**config.mk**
```make
export PLATFORM = sky130hd
export DESIGN_NAME = ucc_top
export DESIGN_NICKNAME = d
export VERILOG_FILES = /design/src/pkg/ucc_pkg.sv /design/src/design/ucc_top.sv
export SDC_FILE = /design/constraint.sdc
export NUM_CORES = 1
export LEC_CHECK = 0
export BUFFER_PORTS_ARGS = -buffer_cell sky130_fd_sc_hd__buf_2
export CAP_MARGIN = 10
export CELL_PAD_IN_SITES_DETAIL_PLACEMENT = 0
export CELL_PAD_IN_SITES_GLOBAL_PLACEMENT = 1
export CORE_MARGIN = 3
export CORE_UTILIZATION = 31
export CTS_CLUSTER_SIZE = 12
export DETAILED_ROUTE_END_ITERATION = 10
export HOLD_SLACK_MARGIN = 0.12
export PLACE_DENSITY = 0.68
export SLEW_MARGIN = 40
export SYNTH_ARGS = -nofsm -noshare
export SYNTH_HDL_FRONTEND = slang
export SYNTH_SLANG_ARGS = --single-unit
```
**constraint.sdc**
```tcl
create_clock -name CLK -period 1.7 [get_ports CLK]
set_input_delay 0.17 -clock CLK [delete_from_list [all_inputs] [get_ports CLK]]
set_output_delay 0.17 -clock CLK [all_outputs]
set_load 0.02 [all_outputs]
```
**src/pkg/ucc_pkg.sv**
```systemverilog
// Package of the UART control block: offsets, field positions, resets, carriers.
// Assumes a byte-wide register port with a four-bit address.
package ucc_pkg;
	// ----------------------------------------
	// Register offsets
	// ----------------------------------------
	localparam logic [3:0] OFS_FRAME = 4'h4;
	localparam logic [3:0] OFS_IRQEN = 4'h5;
	localparam logic [3:0] OFS_STOPCK = 4'h6;
	localparam logic [3:0] OFS_NODE = 4'h7;
	localparam logic [3:0] OFS_MODE = 4'h8;
	// ----------------------------------------
	// Reset values and writable masks
	// ----------------------------------------
	localparam logic [7:0] RST_CTRL = 8'h00;
	localparam logic [7:0] MASK_STOPCK = 8'h3F;
	localparam logic [7:0] MASK_NODE = 8'h0F;
	// ----------------------------------------
	// Field positions, frame_control
	// ----------------------------------------
	localparam int B_RX_NINTH = 7;
	localparam int B_TX_NINTH = 6;
	localparam int B_PWR_DOWN = 5;
	localparam int B_WORD_NINE = 4;
	localparam int B_WAKE_ADDR = 3;
	localparam int B_PAR_EN = 2;
	localparam int B_PAR_ODD = 1;
	localparam int B_PAR_IE = 0;
	// ----------------------------------------
	// Field positions, irq_and_enable_control
	// ----------------------------------------
	localparam int B_TXE_IE = 7;
	localparam int B_TC_IE = 6;
	localparam int B_RX_IE = 5;
	localparam int B_IDLE_IE = 4;
	localparam int B_TX_EN = 3;
	localparam int B_RX_EN = 2;
	localparam int B_MUTE = 1;
	localparam int B_BREAK = 0;
	// ----------------------------------------
	// Field positions, stop_and_sync_clock_control
	// ----------------------------------------
	localparam int B_STOP_HI = 5;
	localparam int B_STOP_LO = 4;
	localparam int B_CLK_EN = 3;
	localparam int B_CLK_POL = 2;
	localparam int B_CLK_PHA = 1;
	localparam int B_LAST_PULSE = 0;
	// ----------------------------------------
	// Field positions, mode_and_dma_control
	// ----------------------------------------
	localparam int B_DMA_TX = 7;
	localparam int B_DMA_RX = 6;
	localparam int B_SC_EN = 5;
	localparam int B_SC_NAK = 4;
	localparam int B_HALF_DUP = 3;
	localparam int B_IR_LP = 2;
	localparam int B_IR_EN = 1;
	localparam int B_ERR_IE = 0;
	// ----------------------------------------
	// Stop count codes and lengths in half bits
	// ----------------------------------------
	localparam logic [1:0] STOP_ONE = 2'h0;
	localparam logic [1:0] STOP_TWO = 2'h2;
	localparam logic [1:0] STOP_ONE_HALF = 2'h3;
	localparam logic [2:0] HALF_ONE = 3'h2;
	localparam logic [2:0] HALF_TWO = 3'h4;
	localparam logic [2:0] HALF_ONE_HALF = 3'h3;
	// ----------------------------------------
	// Carriers
	// ----------------------------------------
	typedef struct packed {
		logic tx_buffer_empty;
		logic tc;
		logic rx_buffer_full;
		logic idle;
		logic ovr;
		logic nf;
		logic fe;
		logic pe;
	} ucc_status_s;
	typedef struct packed {
		logic bit_tick;
		logic tx_busy;
		logic rx_busy;
		logic tx_word_done;
		logic rx_word_done;
		logic rx_ninth;
		logic break_stop;
		logic preamble_done;
		logic idle_seen;
		logic addr_mark;
		logic [3:0] addr;
		logic pe_event;
	} ucc_evt_s;
	typedef struct packed {
		logic word_nine;
		logic tx_ninth;
		logic power_down;
		logic wake_addr;
		logic par_en;
		logic par_odd;
		logic tx_run;
		logic rx_search;
		logic mute;
		logic send_break;
		logic send_preamble;
		logic [2:0] stop_half;
		logic clk_pin_en;
		logic clk_idle_level;
		logic clk_phase;
		logic last_pulse;
		logic [3:0] node_id;
		logic smartcard;
		logic half_duplex;
		logic ir_en;
		logic ir_low_power;
	} ucc_cfg_s;
endpackage

```
**src/design/ucc_top.sv**
```systemverilog
// Control and configuration registers of a UART with their side effects.
// Assumes the serial core reports events as one-cycle pulses on CLK and
// status flags as levels; all inputs are synchronous to CLK.
//
// Chosen here: the plain strobed port.
`timescale 1ns/1ps
// Behaviour
// - Word length bit selects nine or eight data bits
// - Ninth bit stored on receive, sourced on transmit
// - Power down takes effect after current byte
// - Wake method: idle line or address mark
// - Parity enable applies after current byte
// - Parity odd select applies after current byte
// - Parity error interrupt when enabled
// - Buffer empty and complete interrupts when enabled
// - Receive/overrun and idle interrupts when enabled
// - Transmitter starts one bit time after enable
// - Enable toggle while busy sends idle preamble
// - Receive enable starts start bit search
// - Mute set by software, cleared on wakeup
// - Mute write ignored with address wake, buffer full
// - Break sent, cleared at break stop bit
// - Stop code decoded, 01 reserved
// - Clock pin enable, idle level, capture phase
// - Last data bit clock pulse select
// - Four bit node address for wakeup
// - DMA requests per direction when enabled
// - Smartcard mode and parity error NAK
// - Half duplex, infrared and infrared low power
// - Error interrupt only with DMA receive
// - Interrupts gated by global mask
module ucc_top (
	input wire logic CLK,
	input wire logic RESETN,
	input wire logic [3:0] ADDR,
	input wire logic [7:0] WDATA,
	input wire logic WR,
	input wire logic RD,
	output logic [7:0] RDATA,
	input wire ucc_pkg::ucc_status_s STATUS,
	input wire ucc_pkg::ucc_evt_s EVT,
	input wire logic GLOBAL_MASK,
	output ucc_pkg::ucc_cfg_s CFG,
	output logic IRQ_TX,
	output logic IRQ_RX,
	output logic DMA_TX_REQ,
	output logic DMA_RX_REQ,
	output logic NAK_REQ
);
	// ----------------------------------------
	// Register storage
	// ----------------------------------------
	logic [7:0] frame_r;
	logic [7:0] irqen_r;
	logic [7:0] stopck_r;
	logic [7:0] node_r;
	logic [7:0] mode_r;
	logic [7:0] rdata_nxt;
	logic wr_frame;
	logic wr_irqen;
	logic wr_stopck;
	logic wr_node;
	logic wr_mode;
	logic line_idle;
	logic byte_edge;
	logic wake_hit;
	logic mute_wr_ok;
	logic tx_en_prev_r;
	logic tx_wait_r;
	logic preamble_pend_r;
	logic [2:0] stop_half_nxt;
	logic par_en_r, par_odd_r, power_down_r;
	logic tx_run_r, send_preamble_r;
	logic word_nine_r, tx_ninth_r, wake_addr_r;
	logic rx_search_r, mute_r, send_break_r;
	logic [2:0] stop_half_r;
	logic clk_pin_en_r, clk_idle_level_r, clk_phase_r, last_pulse_r;
	logic [3:0] node_id_r;
	logic smartcard_r, half_duplex_r, ir_en_r, ir_low_power_r;

	// Write decodes
	assign wr_frame = WR && (ADDR == ucc_pkg::OFS_FRAME);
	assign wr_irqen = WR && (ADDR == ucc_pkg::OFS_IRQEN);
	assign wr_stopck = WR && (ADDR == ucc_pkg::OFS_STOPCK);
	assign wr_node = WR && (ADDR == ucc_pkg::OFS_NODE);
	assign wr_mode = WR && (ADDR == ucc_pkg::OFS_MODE);

	// Byte boundary: between frames or at the end of a word
	assign line_idle = !EVT.tx_busy && !EVT.rx_busy;
	assign byte_edge = line_idle || EVT.tx_word_done || EVT.rx_word_done;

	// Wakeup recognition for the selected method
	always_comb begin
		if (frame_r[ucc_pkg::B_WAKE_ADDR]) begin
			wake_hit = EVT.addr_mark && (EVT.addr == node_r[3:0]);
		end else begin
			wake_hit = EVT.idle_seen;
		end
	end

	// Mute bit is locked with address wake while a word waits
	assign mute_wr_ok = !(frame_r[ucc_pkg::B_WAKE_ADDR] && STATUS.rx_buffer_full);

	// ----------------------------------------
	// Frame control register
	// ----------------------------------------
	// Ninth received bit loads at word end; hardware load beats software
	always_ff @(posedge CLK or negedge RESETN) begin
		if (!RESETN) begin
			frame_r <= ucc_pkg::RST_CTRL;
		end else begin
			if (wr_frame) begin
				frame_r <= WDATA;
			end
			if (EVT.rx_word_done && frame_r[ucc_pkg::B_WORD_NINE]) begin
				frame_r[ucc_pkg::B_RX_NINTH] <= EVT.rx_ninth;
			end
		end
	end

	// ----------------------------------------
	// Interrupt and enable register
	// ----------------------------------------
	// Mute and break bits have hardware clears; a software set wins
	always_ff @(posedge CLK or negedge RESETN) begin
		if (!RESETN) begin
			irqen_r <= ucc_pkg::RST_CTRL;
		end else begin
			if (wr_irqen) begin
				irqen_r[7:2] <= WDATA[7:2];
				irqen_r[ucc_pkg::B_BREAK] <= WDATA[ucc_pkg::B_BREAK];
			end
			if (wr_irqen && mute_wr_ok) begin
				irqen_r[ucc_pkg::B_MUTE] <= WDATA[ucc_pkg::B_MUTE];
			end
			if (wake_hit && !(wr_irqen && mute_wr_ok && WDATA[ucc_pkg::B_MUTE])) begin
				irqen_r[ucc_pkg::B_MUTE] <= 1'b0;
			end
			if (EVT.break_stop && !(wr_irqen && WDATA[ucc_pkg::B_BREAK])) begin
				irqen_r[ucc_pkg::B_BREAK] <= 1'b0;
			end
		end
	end

	// ----------------------------------------
	// Stop, clock, node and mode registers
	// ----------------------------------------
	// Reserved bits are masked off on write
	always_ff @(posedge CLK or negedge RESETN) begin
		if (!RESETN) begin
			stopck_r <= ucc_pkg::RST_CTRL;
			node_r <= ucc_pkg::RST_CTRL;
			mode_r <= ucc_pkg::RST_CTRL;
		end else begin
			if (wr_stopck) begin
				stopck_r <= WDATA & ucc_pkg::MASK_STOPCK;
			end
			if (wr_node) begin
				node_r <= WDATA & ucc_pkg::MASK_NODE;
			end
			if (wr_mode) begin
				mode_r <= WDATA;
			end
		end
	end

	// ----------------------------------------
	// Read path
	// ----------------------------------------
	// Unmapped offsets read zero
	always_comb begin
		case (ADDR)
			ucc_pkg::OFS_FRAME: rdata_nxt = frame_r;
			ucc_pkg::OFS_IRQEN: rdata_nxt = irqen_r;
			ucc_pkg::OFS_STOPCK: rdata_nxt = stopck_r;
			ucc_pkg::OFS_NODE: rdata_nxt = node_r;
			ucc_pkg::OFS_MODE: rdata_nxt = mode_r;
			default: rdata_nxt = 8'h00;
		endcase
	end

	// Read data stand one cycle after the strobe, zero otherwise
	always_ff @(posedge CLK or negedge RESETN) begin
		if (!RESETN) begin
			RDATA <= 8'h00;
		end else begin
			RDATA <= RD ? rdata_nxt : 8'h00;
		end
	end

	// ----------------------------------------
	// Transmitter start and preamble
	// ----------------------------------------
	// Start waits one bit tick after the enable rises
	always_ff @(posedge CLK or negedge RESETN) begin
		if (!RESETN) begin
			tx_en_prev_r <= 1'b0;
			tx_wait_r <= 1'b0;
		end else begin
			tx_en_prev_r <= irqen_r[ucc_pkg::B_TX_EN];
			if (!irqen_r[ucc_pkg::B_TX_EN]) begin
				tx_wait_r <= 1'b0;
			end else if (!tx_en_prev_r) begin
				tx_wait_r <= 1'b1;
			end else if (EVT.bit_tick) begin
				tx_wait_r <= 1'b0;
			end
		end
	end

	// A disable-enable pulse during a word queues an idle preamble
	always_ff @(posedge CLK or negedge RESETN) begin
		if (!RESETN) begin
			preamble_pend_r <= 1'b0;
		end else if (irqen_r[ucc_pkg::B_TX_EN] && !tx_en_prev_r && EVT.tx_busy) begin
			preamble_pend_r <= 1'b1;
		end else if (EVT.tx_word_done) begin
			preamble_pend_r <= 1'b0;
		end
	end

	// Stop count decode; reserved code falls back to one stop bit
	always_comb begin
		case (stopck_r[ucc_pkg::B_STOP_HI:ucc_pkg::B_STOP_LO])
			ucc_pkg::STOP_ONE: stop_half_nxt = ucc_pkg::HALF_ONE;
			ucc_pkg::STOP_TWO: stop_half_nxt = ucc_pkg::HALF_TWO;
			ucc_pkg::STOP_ONE_HALF: stop_half_nxt = ucc_pkg::HALF_ONE_HALF;
			default: stop_half_nxt = ucc_pkg::HALF_ONE;
		endcase
	end

	// ----------------------------------------
	// Configuration toward the serial core
	// ----------------------------------------
	// Parity and power down settle only on a byte boundary
	always_ff @(posedge CLK or negedge RESETN) begin
		if (!RESETN) begin
			par_en_r <= 1'b0;
			par_odd_r <= 1'b0;
			power_down_r <= 1'b0;
		end else if (byte_edge) begin
			par_en_r <= frame_r[ucc_pkg::B_PAR_EN];
			par_odd_r <= frame_r[ucc_pkg::B_PAR_ODD];
			power_down_r <= frame_r[ucc_pkg::B_PWR_DOWN];
		end
	end

	// Transmitter run and preamble request
	always_ff @(posedge CLK or negedge RESETN) begin
		if (!RESETN) begin
			tx_run_r <= 1'b0;
			send_preamble_r <= 1'b0;
		end else begin
			tx_run_r <= irqen_r[ucc_pkg::B_TX_EN] && tx_en_prev_r && !tx_wait_r;
			if (preamble_pend_r && EVT.tx_word_done) begin
				send_preamble_r <= 1'b1;
			end else if (EVT.preamble_done) begin
				send_preamble_r <= 1'b0;
			end
		end
	end

	// Plain copies of the remaining fields, except the stop length, which is registered from its decode
	always_ff @(posedge CLK or negedge RESETN) begin
		if (!RESETN) begin
			word_nine_r <= 1'b0;
			tx_ninth_r <= 1'b0;
			wake_addr_r <= 1'b0;
			rx_search_r <= 1'b0;
			mute_r <= 1'b0;
			send_break_r <= 1'b0;
			stop_half_r <= ucc_pkg::HALF_ONE;
			clk_pin_en_r <= 1'b0;
			clk_idle_level_r <= 1'b0;
			clk_phase_r <= 1'b0;
			last_pulse_r <= 1'b0;
			node_id_r <= 4'h0;
			smartcard_r <= 1'b0;
			half_duplex_r <= 1'b0;
			ir_en_r <= 1'b0;
			ir_low_power_r <= 1'b0;
		end else begin
			word_nine_r <= frame_r[ucc_pkg::B_WORD_NINE];
			tx_ninth_r <= frame_r[ucc_pkg::B_TX_NINTH];
			wake_addr_r <= frame_r[ucc_pkg::B_WAKE_ADDR];
			rx_search_r <= irqen_r[ucc_pkg::B_RX_EN];
			mute_r <= irqen_r[ucc_pkg::B_MUTE];
			send_break_r <= irqen_r[ucc_pkg::B_BREAK];
			stop_half_r <= stop_half_nxt;
			clk_pin_en_r <= stopck_r[ucc_pkg::B_CLK_EN];
			clk_idle_level_r <= stopck_r[ucc_pkg::B_CLK_POL];
			clk_phase_r <= stopck_r[ucc_pkg::B_CLK_PHA];
			last_pulse_r <= stopck_r[ucc_pkg::B_LAST_PULSE];
			node_id_r <= node_r[3:0];
			smartcard_r <= mode_r[ucc_pkg::B_SC_EN];
			half_duplex_r <= mode_r[ucc_pkg::B_HALF_DUP];
			ir_en_r <= mode_r[ucc_pkg::B_IR_EN];
			ir_low_power_r <= mode_r[ucc_pkg::B_IR_LP];
		end
	end

	// Configuration word packed from its registers; one driver per field, no logic between
	always_comb begin
		CFG.word_nine = word_nine_r;
		CFG.tx_ninth = tx_ninth_r;
		CFG.power_down = power_down_r;
		CFG.wake_addr = wake_addr_r;
		CFG.par_en = par_en_r;
		CFG.par_odd = par_odd_r;
		CFG.tx_run = tx_run_r;
		CFG.rx_search = rx_search_r;
		CFG.mute = mute_r;
		CFG.send_break = send_break_r;
		CFG.send_preamble = send_preamble_r;
		CFG.stop_half = stop_half_r;
		CFG.clk_pin_en = clk_pin_en_r;
		CFG.clk_idle_level = clk_idle_level_r;
		CFG.clk_phase = clk_phase_r;
		CFG.last_pulse = last_pulse_r;
		CFG.node_id = node_id_r;
		CFG.smartcard = smartcard_r;
		CFG.half_duplex = half_duplex_r;
		CFG.ir_en = ir_en_r;
		CFG.ir_low_power = ir_low_power_r;
	end

	// ----------------------------------------
	// Interrupt, DMA and NAK requests
	// ----------------------------------------
	// Interrupts are held off by the global mask; power down does not gate them
	always_ff @(posedge CLK or negedge RESETN) begin
		if (!RESETN) begin
			IRQ_TX <= 1'b0;
			IRQ_RX <= 1'b0;
		end else begin
			IRQ_TX <= !GLOBAL_MASK && (
				(irqen_r[ucc_pkg::B_TXE_IE] && STATUS.tx_buffer_empty) ||
				(irqen_r[ucc_pkg::B_TC_IE] && STATUS.tc));
			IRQ_RX <= !GLOBAL_MASK && (
				(irqen_r[ucc_pkg::B_RX_IE] && (STATUS.ovr || STATUS.rx_buffer_full)) ||
				(irqen_r[ucc_pkg::B_IDLE_IE] && STATUS.idle) ||
				(frame_r[ucc_pkg::B_PAR_IE] && STATUS.pe) ||
				(mode_r[ucc_pkg::B_ERR_IE] && mode_r[ucc_pkg::B_DMA_RX] &&
				(STATUS.fe || STATUS.ovr || STATUS.nf)));
		end
	end

	// DMA requests follow the buffer flags; NAK pulses on a parity error
	always_ff @(posedge CLK or negedge RESETN) begin
		if (!RESETN) begin
			DMA_TX_REQ <= 1'b0;
			DMA_RX_REQ <= 1'b0;
			NAK_REQ <= 1'b0;
		end else begin
			DMA_TX_REQ <= mode_r[ucc_pkg::B_DMA_TX] && STATUS.tx_buffer_empty && !power_down_r;
			DMA_RX_REQ <= mode_r[ucc_pkg::B_DMA_RX] && STATUS.rx_buffer_full && !power_down_r;
			NAK_REQ <= mode_r[ucc_pkg::B_SC_EN] && mode_r[ucc_pkg::B_SC_NAK] &&
				EVT.pe_event;
		end
	end
endmodule

```
==> reports/results.tsv, run 1 <==
stage	metric	value	unit
outcome	status	complete, no violations	
placement	dpl hpwl	5.03	mm
worst_setup_path	CP Max Fanout	2	
route	Vias	2033	
synth	Adder-Cell Fraction of Synth Area	0	
worst_setup_path	Critical Path Max Stage Delay	550	ps
synth	largest cells by area after synthesis	dfrtp_1 (62%), mux2_2 (12%), buf_4 (4.7%)	
global_route	GRT overflow	0	
worst_setup_path	worst path arrival time	1600	ps
clock_network	clk sink count	76	
synth	simple-gate area share of the yosys netlist	0.0942	
clock_network	Worst-Skew Late Latency	340	ps
floorplanning	die height	105	µm
route	DRC violations left	0	
clock_network	CTS tree	yes	
clock_network	cts bufs inserted	9	
placement	port bufs	78	
synth	area leader, netlist	dfrtp_1	
sta	setup slack after layout	327	ps
synth	Syn Inst Count	222	
cells_and_area	# diodes	0	
worst_setup_path	critical path class	in2reg	
sta	Slew Limit Headroom	0.661	
route	number of DRC markers in iteration 0	98	
sta	FMAX	0.728	GHz
power_and_ir_drop	LEAKAGE	1.86	nW
clock_network	Post-CTS Setup Bufs	0	
clock_network	cts hold-fix bufs	16	
route	Detail Route Antenna Nets	0	
worst_hold_path	HP Start	WDATA[4]	
floorplanning	Starting Density	0.323	
route	drt total wl	6.98	mm
worst_setup_path	type of origin of the critical path	input port	
synth	Synth Area in Compound Gates	0.0879	
placement	pre-CTS setup slack	262	ps
clock_network	Clock Tree Buf Depth	2	
clock_network	Reg clk slew, reported paths	70	ps
global_route	number of global-route vias before repair	2165	
worst_setup_path	worst reg-to-reg path cell count	4	
synth	net count after synthesis	262	
worst_hold_path	Min-Delay Path Class	in2reg	
floorplanning	Die W	105	µm
synth	Mapped Avg Cell Area	13.6	µm²
route	routed len/inst	15.7	µm
sta	Max Transition Viols Final	0	
floorplanning	row count	35	
cells_and_area	P&R area growth vs syn	27.0	%
floorplanning	CORE AREA	9330	µm²
synth	Synth async-reset ratio	1.00	
synth	count leader, synth	dfrtp_1	
synth	main flop type after synthesis	dfrtp_1	
power_and_ir_drop	overall power consumption	0.00466	W
worst_setup_path	Crit-path slowest cell	dlygate4sd3_1	
synth	flops & latches, synth	76	
power_and_ir_drop	PD cells	1220	nW/µm²
floorplanning	Die Footprint	11000	µm²
placement	placed cell count	413	
global_route	initial antenna violation count	0	
synth	warning count from the yosys run	0	
worst_setup_path	Reg2Reg Setup Slack	360	ps
synth	Post-synth EDFFs	0	
cells_and_area	Post-Layout Cell Count	445	
sta	setup violators final	0	
synth	Synth top area share	0.622	
sta	setup TNS	0	ps
route	Avg Vias per Cell	4.57	
worst_setup_path	Most Frequent Cell on Critical Path	dlygate4sd3_1	
placement	Placer Congestion	0.755	
worst_setup_path	worst-path cell chain	dlygate4sd3_1 -> buf_2 -> a22oi_1 -> nor2_1 -> dlygate4sd3_1	
sta	Period Utilization, post-route	0.808	
synth	largest family of logic cells by synthesized area	multiplexers	
clock_network	Root Driver	clkbuf_8	
worst_hold_path	WHS Path Cells	2	
synth	Post-Syn Area	3020	µm²
worst_setup_path	RR Endpoint	irqen_r[1]	
sta	RSZ-0062 raised after global routing	false	
floorplanning	num ports	79	
global_route	gr usage total	0.135	
run	max-capacitance violation count	0	
worst_setup_path	CP endpoint kind	register	
synth	post-synthesis mux area share	0.122	
cells_and_area	fraction of layout cells with a size suffix above 1	0.434	
worst_setup_path	r2r startpoint	node_r[2]	
worst_setup_path	worst endpoint required time	1920	ps
sta	fin crit period	1370	ps
synth	Seq/Total Area, Yosys	0.631	
global_route	largest net degree at the start of global routing	40	
synth	Cell variety after synth	36	
cells_and_area	Final #Nets	351	
clock_network	CTS resizes	0	
synth	Synth top cells by count	dfrtp_1 (75), mux2_2 (31), buf_4 (19), nand2_1 (13), a21oi_1 (11)	
global_route	first-pass GRT wire length	11.3	mm
power_and_ir_drop	peak supply drop	0.000425	V
clock_network	CTS H-tree depth	3	
synth	xor and xnor area share after synthesis	0.00290	
sta	clk_skew	6.61	ps
worst_hold_path	Worst Hold Path EP	stopck_r[4]	
sta	worst-margin pin slew	508	ps
route	DRT Pass-1 Iters	5	
sta	Hold Fails Final Rpt	0	
## critical path: cells and delay by family
kind / cells / cell delay (ps)
buffers and inverters: 3 / 1210
AND/OR/NAND/NOR: 1 / 60
AO/OA/AOI/OAI: 1 / 160
## logic make-up (layout without fill, tap and decap cells)
logic type,Yosys count,in the layout
AO/OA/AOI/OAI,39,39
AND/OR/NAND/NOR,45,45
buffers and inverters,28,122
flip-flops,76,76
XOR/XNOR,1,1
multiplexers,33,33
## where the power goes
| group | switching (W) | leakage, nW | internal, W |
|---|---|---|---|
| registers | 0.000235 | 0.958 | 0.00216 |
| clock network | 0.000608 | 0.104 | 0.000802 |
| logic | 0.000459 | 0.802 | 0.000394 |
## per-layer routing
metal,share of wire,track usage
met1,0.45,0.170
met2,0.49,0.221
met3,0.052,0.0352
met4,0.016,0.0562
met5,0,0
## flip-flops by register name, indices dropped and copies added (netlist names), 3 cells and up
signal / count
frame_r: 8
stop_half_r: 3
mode_r: 8
RDATA: 8
irqen_r: 8
node_id_r: 4
stopck_r: 6
node_r: 4
## how the worst max path moves through the flow
stage | start | endpoint | slack [ps] | depth (start not counted)
detailed placement | ADDR[2] | stopck_r[4] | 260 | 5
global route | node_r[2] | irqen_r[1] | 280 | 4
finish | STATUS[7] | IRQ_TX | 330 | 5
global placement | ADDR[2] | stopck_r[1] | 270 | 5
CTS | node_r[2] | irqen_r[1] | 340 | 4
floorplan | node_r[2] | irqen_r[1] | 440 | 4
## cell type report
| type | instances | area (µm²) |
|---|---|---|
| repair buffers | 100 | 611 |
| multi-input cells | 118 | 927 |
| clock inverters | 1 | 30.0 |
| fillers | 891 | 5500 |
| flip-flops and latches | 76 | 1900 |
| inverters | 6 | 22.5 |
| clock buffers | 15 | 176 |
| well taps | 129 | 161 |
## per-stage QoR
| stage | area, µm² | utilization | hold WS [ps] |
|---|---|---|---|
| final | 3830 | 0.411 | 125 |
| after global routing | 3830 | 0.411 | 125 |
| after CTS | 3830 | 0.411 | 122 |
| after detailed placement | 3460 | 0.371 | 179 |
| after global placement | 3460 | 0.371 | 175 |
| after floorplan | 3020 | - | -126 |
## layout by cell type (no fill, tap or decap), drive strengths merged, types with 2 or more instances in the layout
| master | instances |
|---|---|
| a21oi | 11 |
| a222oi | 6 |
| a22oi | 8 |
| and3 | 2 |
| buf | 84 |
| clkbuf | 15 |
| dfrtp | 75 |
| dlygate4sd3 | 16 |
| inv | 6 |
| mux2 | 31 |
| mux2i | 2 |
| nand2 | 16 |
| nand2b | 3 |
| nand3 | 3 |
| nand3b | 3 |
| nor2 | 8 |
| nor2b | 4 |
| nor4b | 2 |
| o21ai | 7 |
Power figures use the tool's default switching activity.
==> run 2: changes to the inputs <==
PLACE_DENSITY = 0.7   (was 0.68)
clock period = 1.2 ns   (was 1.7 ns; I/O delays follow)
==> reports/results.tsv, run 2 (synthesis gave the netlist of run 1 again) <==
stage	metric	value	unit	change
outcome	status	finished, violations left		was complete, no violations
outcome	failing checks	setup timing		
worst_setup_path	worst path arrival time	1500	ps	was 1600 ps
sta	Period Utilization, post-route	1.06		
clock_network	Clock Tree Buf Depth	2		unchanged
power_and_ir_drop	LEAKAGE	1.95	nW	was 1.86 nW
route	Vias	2116		was 2033
floorplanning	Starting Density	0.323		unchanged
floorplanning	Die Footprint	11000	µm²	unchanged
worst_hold_path	HP Start	STATUS[2]		was WDATA[4]
worst_setup_path	worst endpoint required time	1430	ps	was 1920 ps
route	Avg Vias per Cell	4.52		was 4.57
sta	RSZ-0062 raised after global routing	true		was false
worst_setup_path	Crit. Startpoint	node_r[2]		was STATUS[7]
cells_and_area	most common cell after layout, fill and taps aside	buf_2		unchanged
global_route	gr usage total	0.140		was 0.135
clock_network	Reg clk slew, reported paths	80	ps	was 70 ps
global_route	initial antenna violation count	1		was 0
cells_and_area	P&R area growth vs syn	32.7	%	was 27.0%
clock_network	cts bufs inserted	9		unchanged
route	Detail Route Antenna Nets	0		unchanged
sta	Hold Fails Final Rpt	0		unchanged
power_and_ir_drop	overall power consumption	0.00637	W	was 0.00466 W
global_route	number of global-route vias before repair	2267		was 2165
cells_and_area	# diodes	0		unchanged
cells_and_area	# fillers	878		was 891
placement	dpl hpwl	5.36	mm	was 5.03 mm
cells_and_area	Final #Nets	374		was 351
route	DRT Pass-1 Iters	5		unchanged
power_and_ir_drop	PD cells	1590	nW/µm²	was 1220 nW/µm²
clock_network	Post-CTS Setup Bufs	0		unchanged
placement	port bufs	78		unchanged
floorplanning	row count	35		unchanged
placement	placed cell count	430		was 413
floorplanning	die height	105	µm	unchanged
sta	fin crit period	1270	ps	
floorplanning	num ports	79		unchanged
worst_setup_path	critical path class	reg2reg		was in2reg
sta	worst-margin pin slew	357	ps	was 508 ps
global_route	first-pass GRT wire length	11.9	mm	was 11.3 mm
sta	setup slack after layout	-73.2	ps	was 327 ps
global_route	GRT overflow	0		unchanged
clock_network	CTS tree	yes		unchanged
sta	Max Transition Viols Final	0		unchanged
route	DRC violations left	0		unchanged
route	drt total wl	7.30	mm	was 6.98 mm
floorplanning	Die W	105	µm	unchanged
placement	pre-CTS setup slack	-132	ps	was 262 ps
power_and_ir_drop	peak supply drop	0.000611	V	was 0.000425 V
cells_and_area	fraction of layout cells with a size suffix above 1	0.460		was 0.434
sta	setup violators final	1		was 0
route	routed len/inst	15.6	µm	was 15.7 µm
clock_network	clk sink count	76		unchanged
cells_and_area	Post-Layout Cell Count	468		was 445
cells_and_area	final core utilization	0.429		was 0.411
placement	Placer Congestion	0.814		was 0.755
sta	FMAX	0.785	GHz	
worst_hold_path	Min-Delay Path Class	in2reg		unchanged
cells_and_area	commonest non-fill, non-tap cells in the layout	buf_2 (76), dfrtp_1 (75), mux2_2 (31)		was buf_2 (77), dfrtp_1 (75), mux2_2 (31)
worst_setup_path	CP Max Fanout	2		unchanged
run	max-capacitance violation count	0		unchanged
worst_setup_path	r2r startpoint	node_r[2]		unchanged
floorplanning	CORE AREA	9330	µm²	unchanged
sta	final hold slack	120	ps	was 125 ps
worst_setup_path	type of origin of the critical path	register		was input port
clock_network	Root Driver	clkbuf_8		unchanged
sta	Slew Limit Headroom	0.761		was 0.661
route	number of DRC markers in iteration 0	142		was 98
worst_setup_path	CP endpoint kind	register		unchanged
sta	clk_skew	9.19	ps	was 6.61 ps
global_route	largest net degree at the start of global routing	31		was 40
clock_network	Worst-Skew Late Latency	350	ps	was 340 ps
clock_network	CTS H-tree depth	3		unchanged
==> run 2: changes by cell type in the layout (fill, tap and decap cells not counted), moves of 2 or more <==
| cell | before | now |
|---|---|---|
| buf_4 | 6 | 22 |
| dlygate4sd3_1 | 16 | 23 |
| clkbuf_8 | 12 | 9 |
| clkinvlp_4 | 0 | 3 |
| clkbuf_1 | 3 | 1 |
| clkinv_2 | 0 | 2 |
==> run 2: layout make-up <==
class | instances | area (µm²) | area share
inverters | 6 | 22.5 | 0.00563
multi-input cells | 118 | 932 | 0.233
flip-flops and latches | 76 | 1900 | 0.475
repair buffers | 123 | 816 | 0.204
clock inverters | 6 | 41.3 | 0.0103
clock buffers | 10 | 128 | 0.0319
well taps | 129 | 161 | 0.0403
==> run 2: worst paths after layout <==
kind / end / slack, ps / cells after the start
worst max-delay path: irqen_r[1] / -70 / 4
worst min-delay path: IRQ_RX / 120 / 3
worst max register to register: irqen_r[1] / -70 / 4
worst min register to register: ir_low_power_r / 400 / 0
max in group asynchronous: tx_ninth_r / 560 / 3
min in group asynchronous: ir_en_r / 190 / 2
==> run 2: worst max-delay path, stage by stage, from the launching register on <==
cell	delay, ps
dfrtp_1	400
nor2b_1	140
a2111o_1	350
o31ai_2	180
a21oi_1	90
==> run 2: per-layer routing <==
metal / routed length, µm / global-route usage / up-vias
met2: 3350 / 0.206 / 73
li1: - / - / 1002
met5: 7 / 0 / -
met4: 107 / 0.0506 / 2
met3: 446 / 0.0451 / 12
met1: 3390 / 0.194 / 1027
==> run 2: report_power, final <==
part	switching (W)	internal (W)
registers	0.000324	0.00306
clock network	0.000938	0.000746
logic	0.000688	0.000613
total	0.00195	0.00442
==> run 2: repair_timing <==
action | in CTS | in global routing
hold endpoints to repair | 113 | 1
pin swaps | 1 | 1
hold buffers | 23 | 1
endpoints found under the setup margin | 1 | 5
gates resized for setup | 1 | 0
==> run 2: stage by stage <==
stage                     cell area, µm²  TNS, ps
after floorplan                     3020    -50.2
after global placement              3600    -1940
after detailed placement            3600    -2310
after CTS                           4010    -88.1
after global routing                4000     -125
final                               4000    -73.2
==> run 3: changes to the inputs <==
SETUP_SLACK_MARGIN = 0.15   (was not set)
==> reports/results.tsv, run 3 (synthesis gave the netlist of run 1 again) <==
stage	metric	value	unit	change
placement	port bufs	78		unchanged
sta	RSZ-0062 raised after global routing	true		unchanged
worst_setup_path	type of origin of the critical path	register		unchanged
power_and_ir_drop	sw frac	0.294		was 0.306
sta	clk_skew	4.44	ps	was 9.19 ps
worst_setup_path	Crit path depth	4		unchanged
power_and_ir_drop	Comb power frac	0.215		was 0.204
placement	dpl hpwl	5.29	mm	was 5.36 mm
cells_and_area	Register Area	1900	µm²	unchanged
power_and_ir_drop	PD cells	1590	nW/µm²	about the same
cells_and_area	most common cell after layout, fill and taps aside	buf_2		unchanged
route	DRC violations left	0		unchanged
worst_setup_path	worst reg-to-reg path cell count	4		unchanged
clock_network	Root Driver	clkbuf_8		unchanged
route	DRT Pass-1 Iters	4		was 5
power_and_ir_drop	peak supply drop	0.000632	V	was 0.000611 V
clock_network	CTS H-tree depth	3		unchanged
worst_setup_path	Buf+Inv Stages, Crit Path	0		unchanged
sta	setup TNS	-72.8	ps	was -73.2 ps
power_and_ir_drop	Psw	0.00191	W	was 0.00195 W
worst_setup_path	Crit-path slowest cell	dfrtp_1		unchanged
worst_setup_path	worst-path cell chain	nor2b_1 -> a2111o_1 -> o31ai_2 -> a21oi_1		unchanged
cells_and_area	Multi-input gate area	982	µm²	was 932 µm²
route	Avg Vias per Cell	4.57		was 4.52
floorplanning	row count	35		unchanged
clock_network	clk sink count	76		unchanged
worst_setup_path	Critical Path Max Stage Delay	380	ps	was 400 ps
global_route	first-pass GRT wire length	12.1	mm	was 11.9 mm
floorplanning	num ports	79		unchanged
route	drt total wl	7.37	mm	was 7.30 mm
power_and_ir_drop	Sequential Power Share	0.520		was 0.531
floorplanning	die height	105	µm	unchanged
route	routed len/inst	15.8	µm	was 15.6 µm
sta	Hold Fails Final Rpt	0		unchanged
global_route	largest net degree at the start of global routing	34		was 31
cells_and_area	Final #Nets	374		unchanged
worst_setup_path	critical path's top delay family	compound AO/OA/AOI/OAI gates		unchanged
cells_and_area	fraction of layout cells with a size suffix above 1	0.462		was 0.460
outcome	status	finished, violations left		unchanged
placement	Placer Congestion	0.792		was 0.814
cells_and_area	commonest non-fill, non-tap cells in the layout	buf_2 (76), dfrtp_1 (75), mux2_2 (25)		was buf_2 (76), dfrtp_1 (75), mux2_2 (31)
sta	Period Utilization, post-route	1.06		about the same
global_route	GRT overflow	0		unchanged
placement	pre-CTS setup slack	-139	ps	was -132 ps
sta	setup violators final	1		unchanged
worst_hold_path	Min-Delay Path Class	in2reg		unchanged
clock_network	CTS tree	yes		unchanged
cells_and_area	P&R area growth vs syn	35.0	%	was 32.7%
global_route	gr usage total	0.142		was 0.140
floorplanning	Die W	105	µm	unchanged
power_and_ir_drop	Internal	0.00458	W	was 0.00442 W
clock_network	Clock Tree Buf Depth	2		unchanged
clock_network	cts bufs inserted	9		unchanged
sta	Max Transition Viols Final	0		unchanged
sta	Slew Limit Headroom	0.716		was 0.761
worst_setup_path	worst endpoint required time	1430	ps	about the same
global_route	number of global-route vias before repair	2288		was 2267
sta	setup slack after layout	-72.8	ps	was -73.2 ps
route	Detail Route Antenna Nets	0		unchanged
power_and_ir_drop	share of power burned in the clock network	0.266		was 0.265
cells_and_area	# diodes	0		unchanged
sta	fin crit period	1270	ps	about the same
route	Vias	2136		was 2116
worst_hold_path	WHS Path Cells	3		unchanged
worst_setup_path	worst path arrival time	1500	ps	about the same
floorplanning	CORE AREA	9330	µm²	unchanged
clock_network	Reg clk slew, reported paths	80	ps	about the same
outcome	failing checks	setup timing		unchanged
sta	FMAX	0.786	GHz	was 0.785 GHz
route	number of DRC markers in iteration 0	77		was 142
floorplanning	Die Footprint	11000	µm²	unchanged
run	max-capacitance violation count	0		unchanged
worst_setup_path	critical path class	reg2reg		unchanged
power_and_ir_drop	LEAKAGE	2.00	nW	was 1.95 nW
worst_setup_path	CP Max Fanout	2		unchanged
global_route	initial antenna violation count	0		was 1
sta	worst-margin pin slew	426	ps	was 357 ps
floorplanning	Starting Density	0.323		unchanged
clock_network	Worst-Skew Late Latency	350	ps	about the same
worst_setup_path	CP endpoint kind	register		unchanged
cells_and_area	# fillers	895		was 878
-- run 3: repair_timing --
action,in CTS,in global routing
hold endpoints to repair,116,0
setup endpoints to repair,3,5
resized for setup,3,1
cloned,0,0
hold buffers,24,0
buffers inserted,1,1
pin swaps,1,2
-- run 3: through the flow --
| step | utilization | power, W | instance area (µm²) | std cells | hold slack (ps) |
|---|---|---|---|---|---|
| 6_report | 0.437 | 0.00649 | 4070 | 467 | 88.6 |
| 4_1_cts | 0.436 | 0.00655 | 4070 | 466 | 122 |
| 5_1_grt | 0.437 | 0.00684 | 4070 | 467 | 136 |
| 3_5_place_dp | 0.390 | 0.00474 | 3640 | 426 | 42.7 |
| 3_3_place_gp | 0.390 | 0.00470 | 3640 | 426 | 39.9 |
| 2_1_floorplan | - | 0.00428 | 3070 | 222 | -176 |
-- run 3: power groups by stage --
stage	clock, W	combinational (W)	sequential (W)
after floorplan	0	0.000846	0.00343
after global placement	0	0.00127	0.00342
after detailed placement	0	0.00130	0.00343
after CTS	0.00176	0.00140	0.00338
after global routing	0.00187	0.00153	0.00344
final	0.00172	0.00139	0.00337
-- run 3: final cells by class --
class	instances	share of cell area
Tap cell	129	0.0396
Clock buffer	13	0.0390
Sequential cell	76	0.467
Clock inverter	2	0.00246
Timing Repair Buffer	123	0.205
Inverter	6	0.00553
Multi-Input combinational cell	118	0.241
-- run 3: metal layers --
metal / global-route usage / routed length, µm / vias to the layer above
met5: 0 / 0 / -
met4: 0.0319 / 59 / 0
met3: 0.0494 / 524 / 7
met2: 0.221 / 3370 / 77
met1: 0.191 / 3410 / 1051
li1: - / - / 1001
-- run 3: path summary, 6_finish.rpt --
check	from	slack, ps	to
min in group asynchronous	RESETN	210	tx_wait_r
setup reg to reg	node_r[2]	-70	irqen_r[1]
max in group asynchronous	RESETN	500	send_break_r
setup / recovery	node_r[2]	-70	irqen_r[1]
hold / removal	STATUS[2]	90	IRQ_RX
hold reg to reg	frame_r[6]	400	tx_ninth_r
-- run 3: worst reg2reg max path, stage by stage (launching register included) --
cell and delay (ps):
dfrtp_1 380, nor2b_1 130, a2111o_1 350, o31ai_2 210, a21oi_1 90
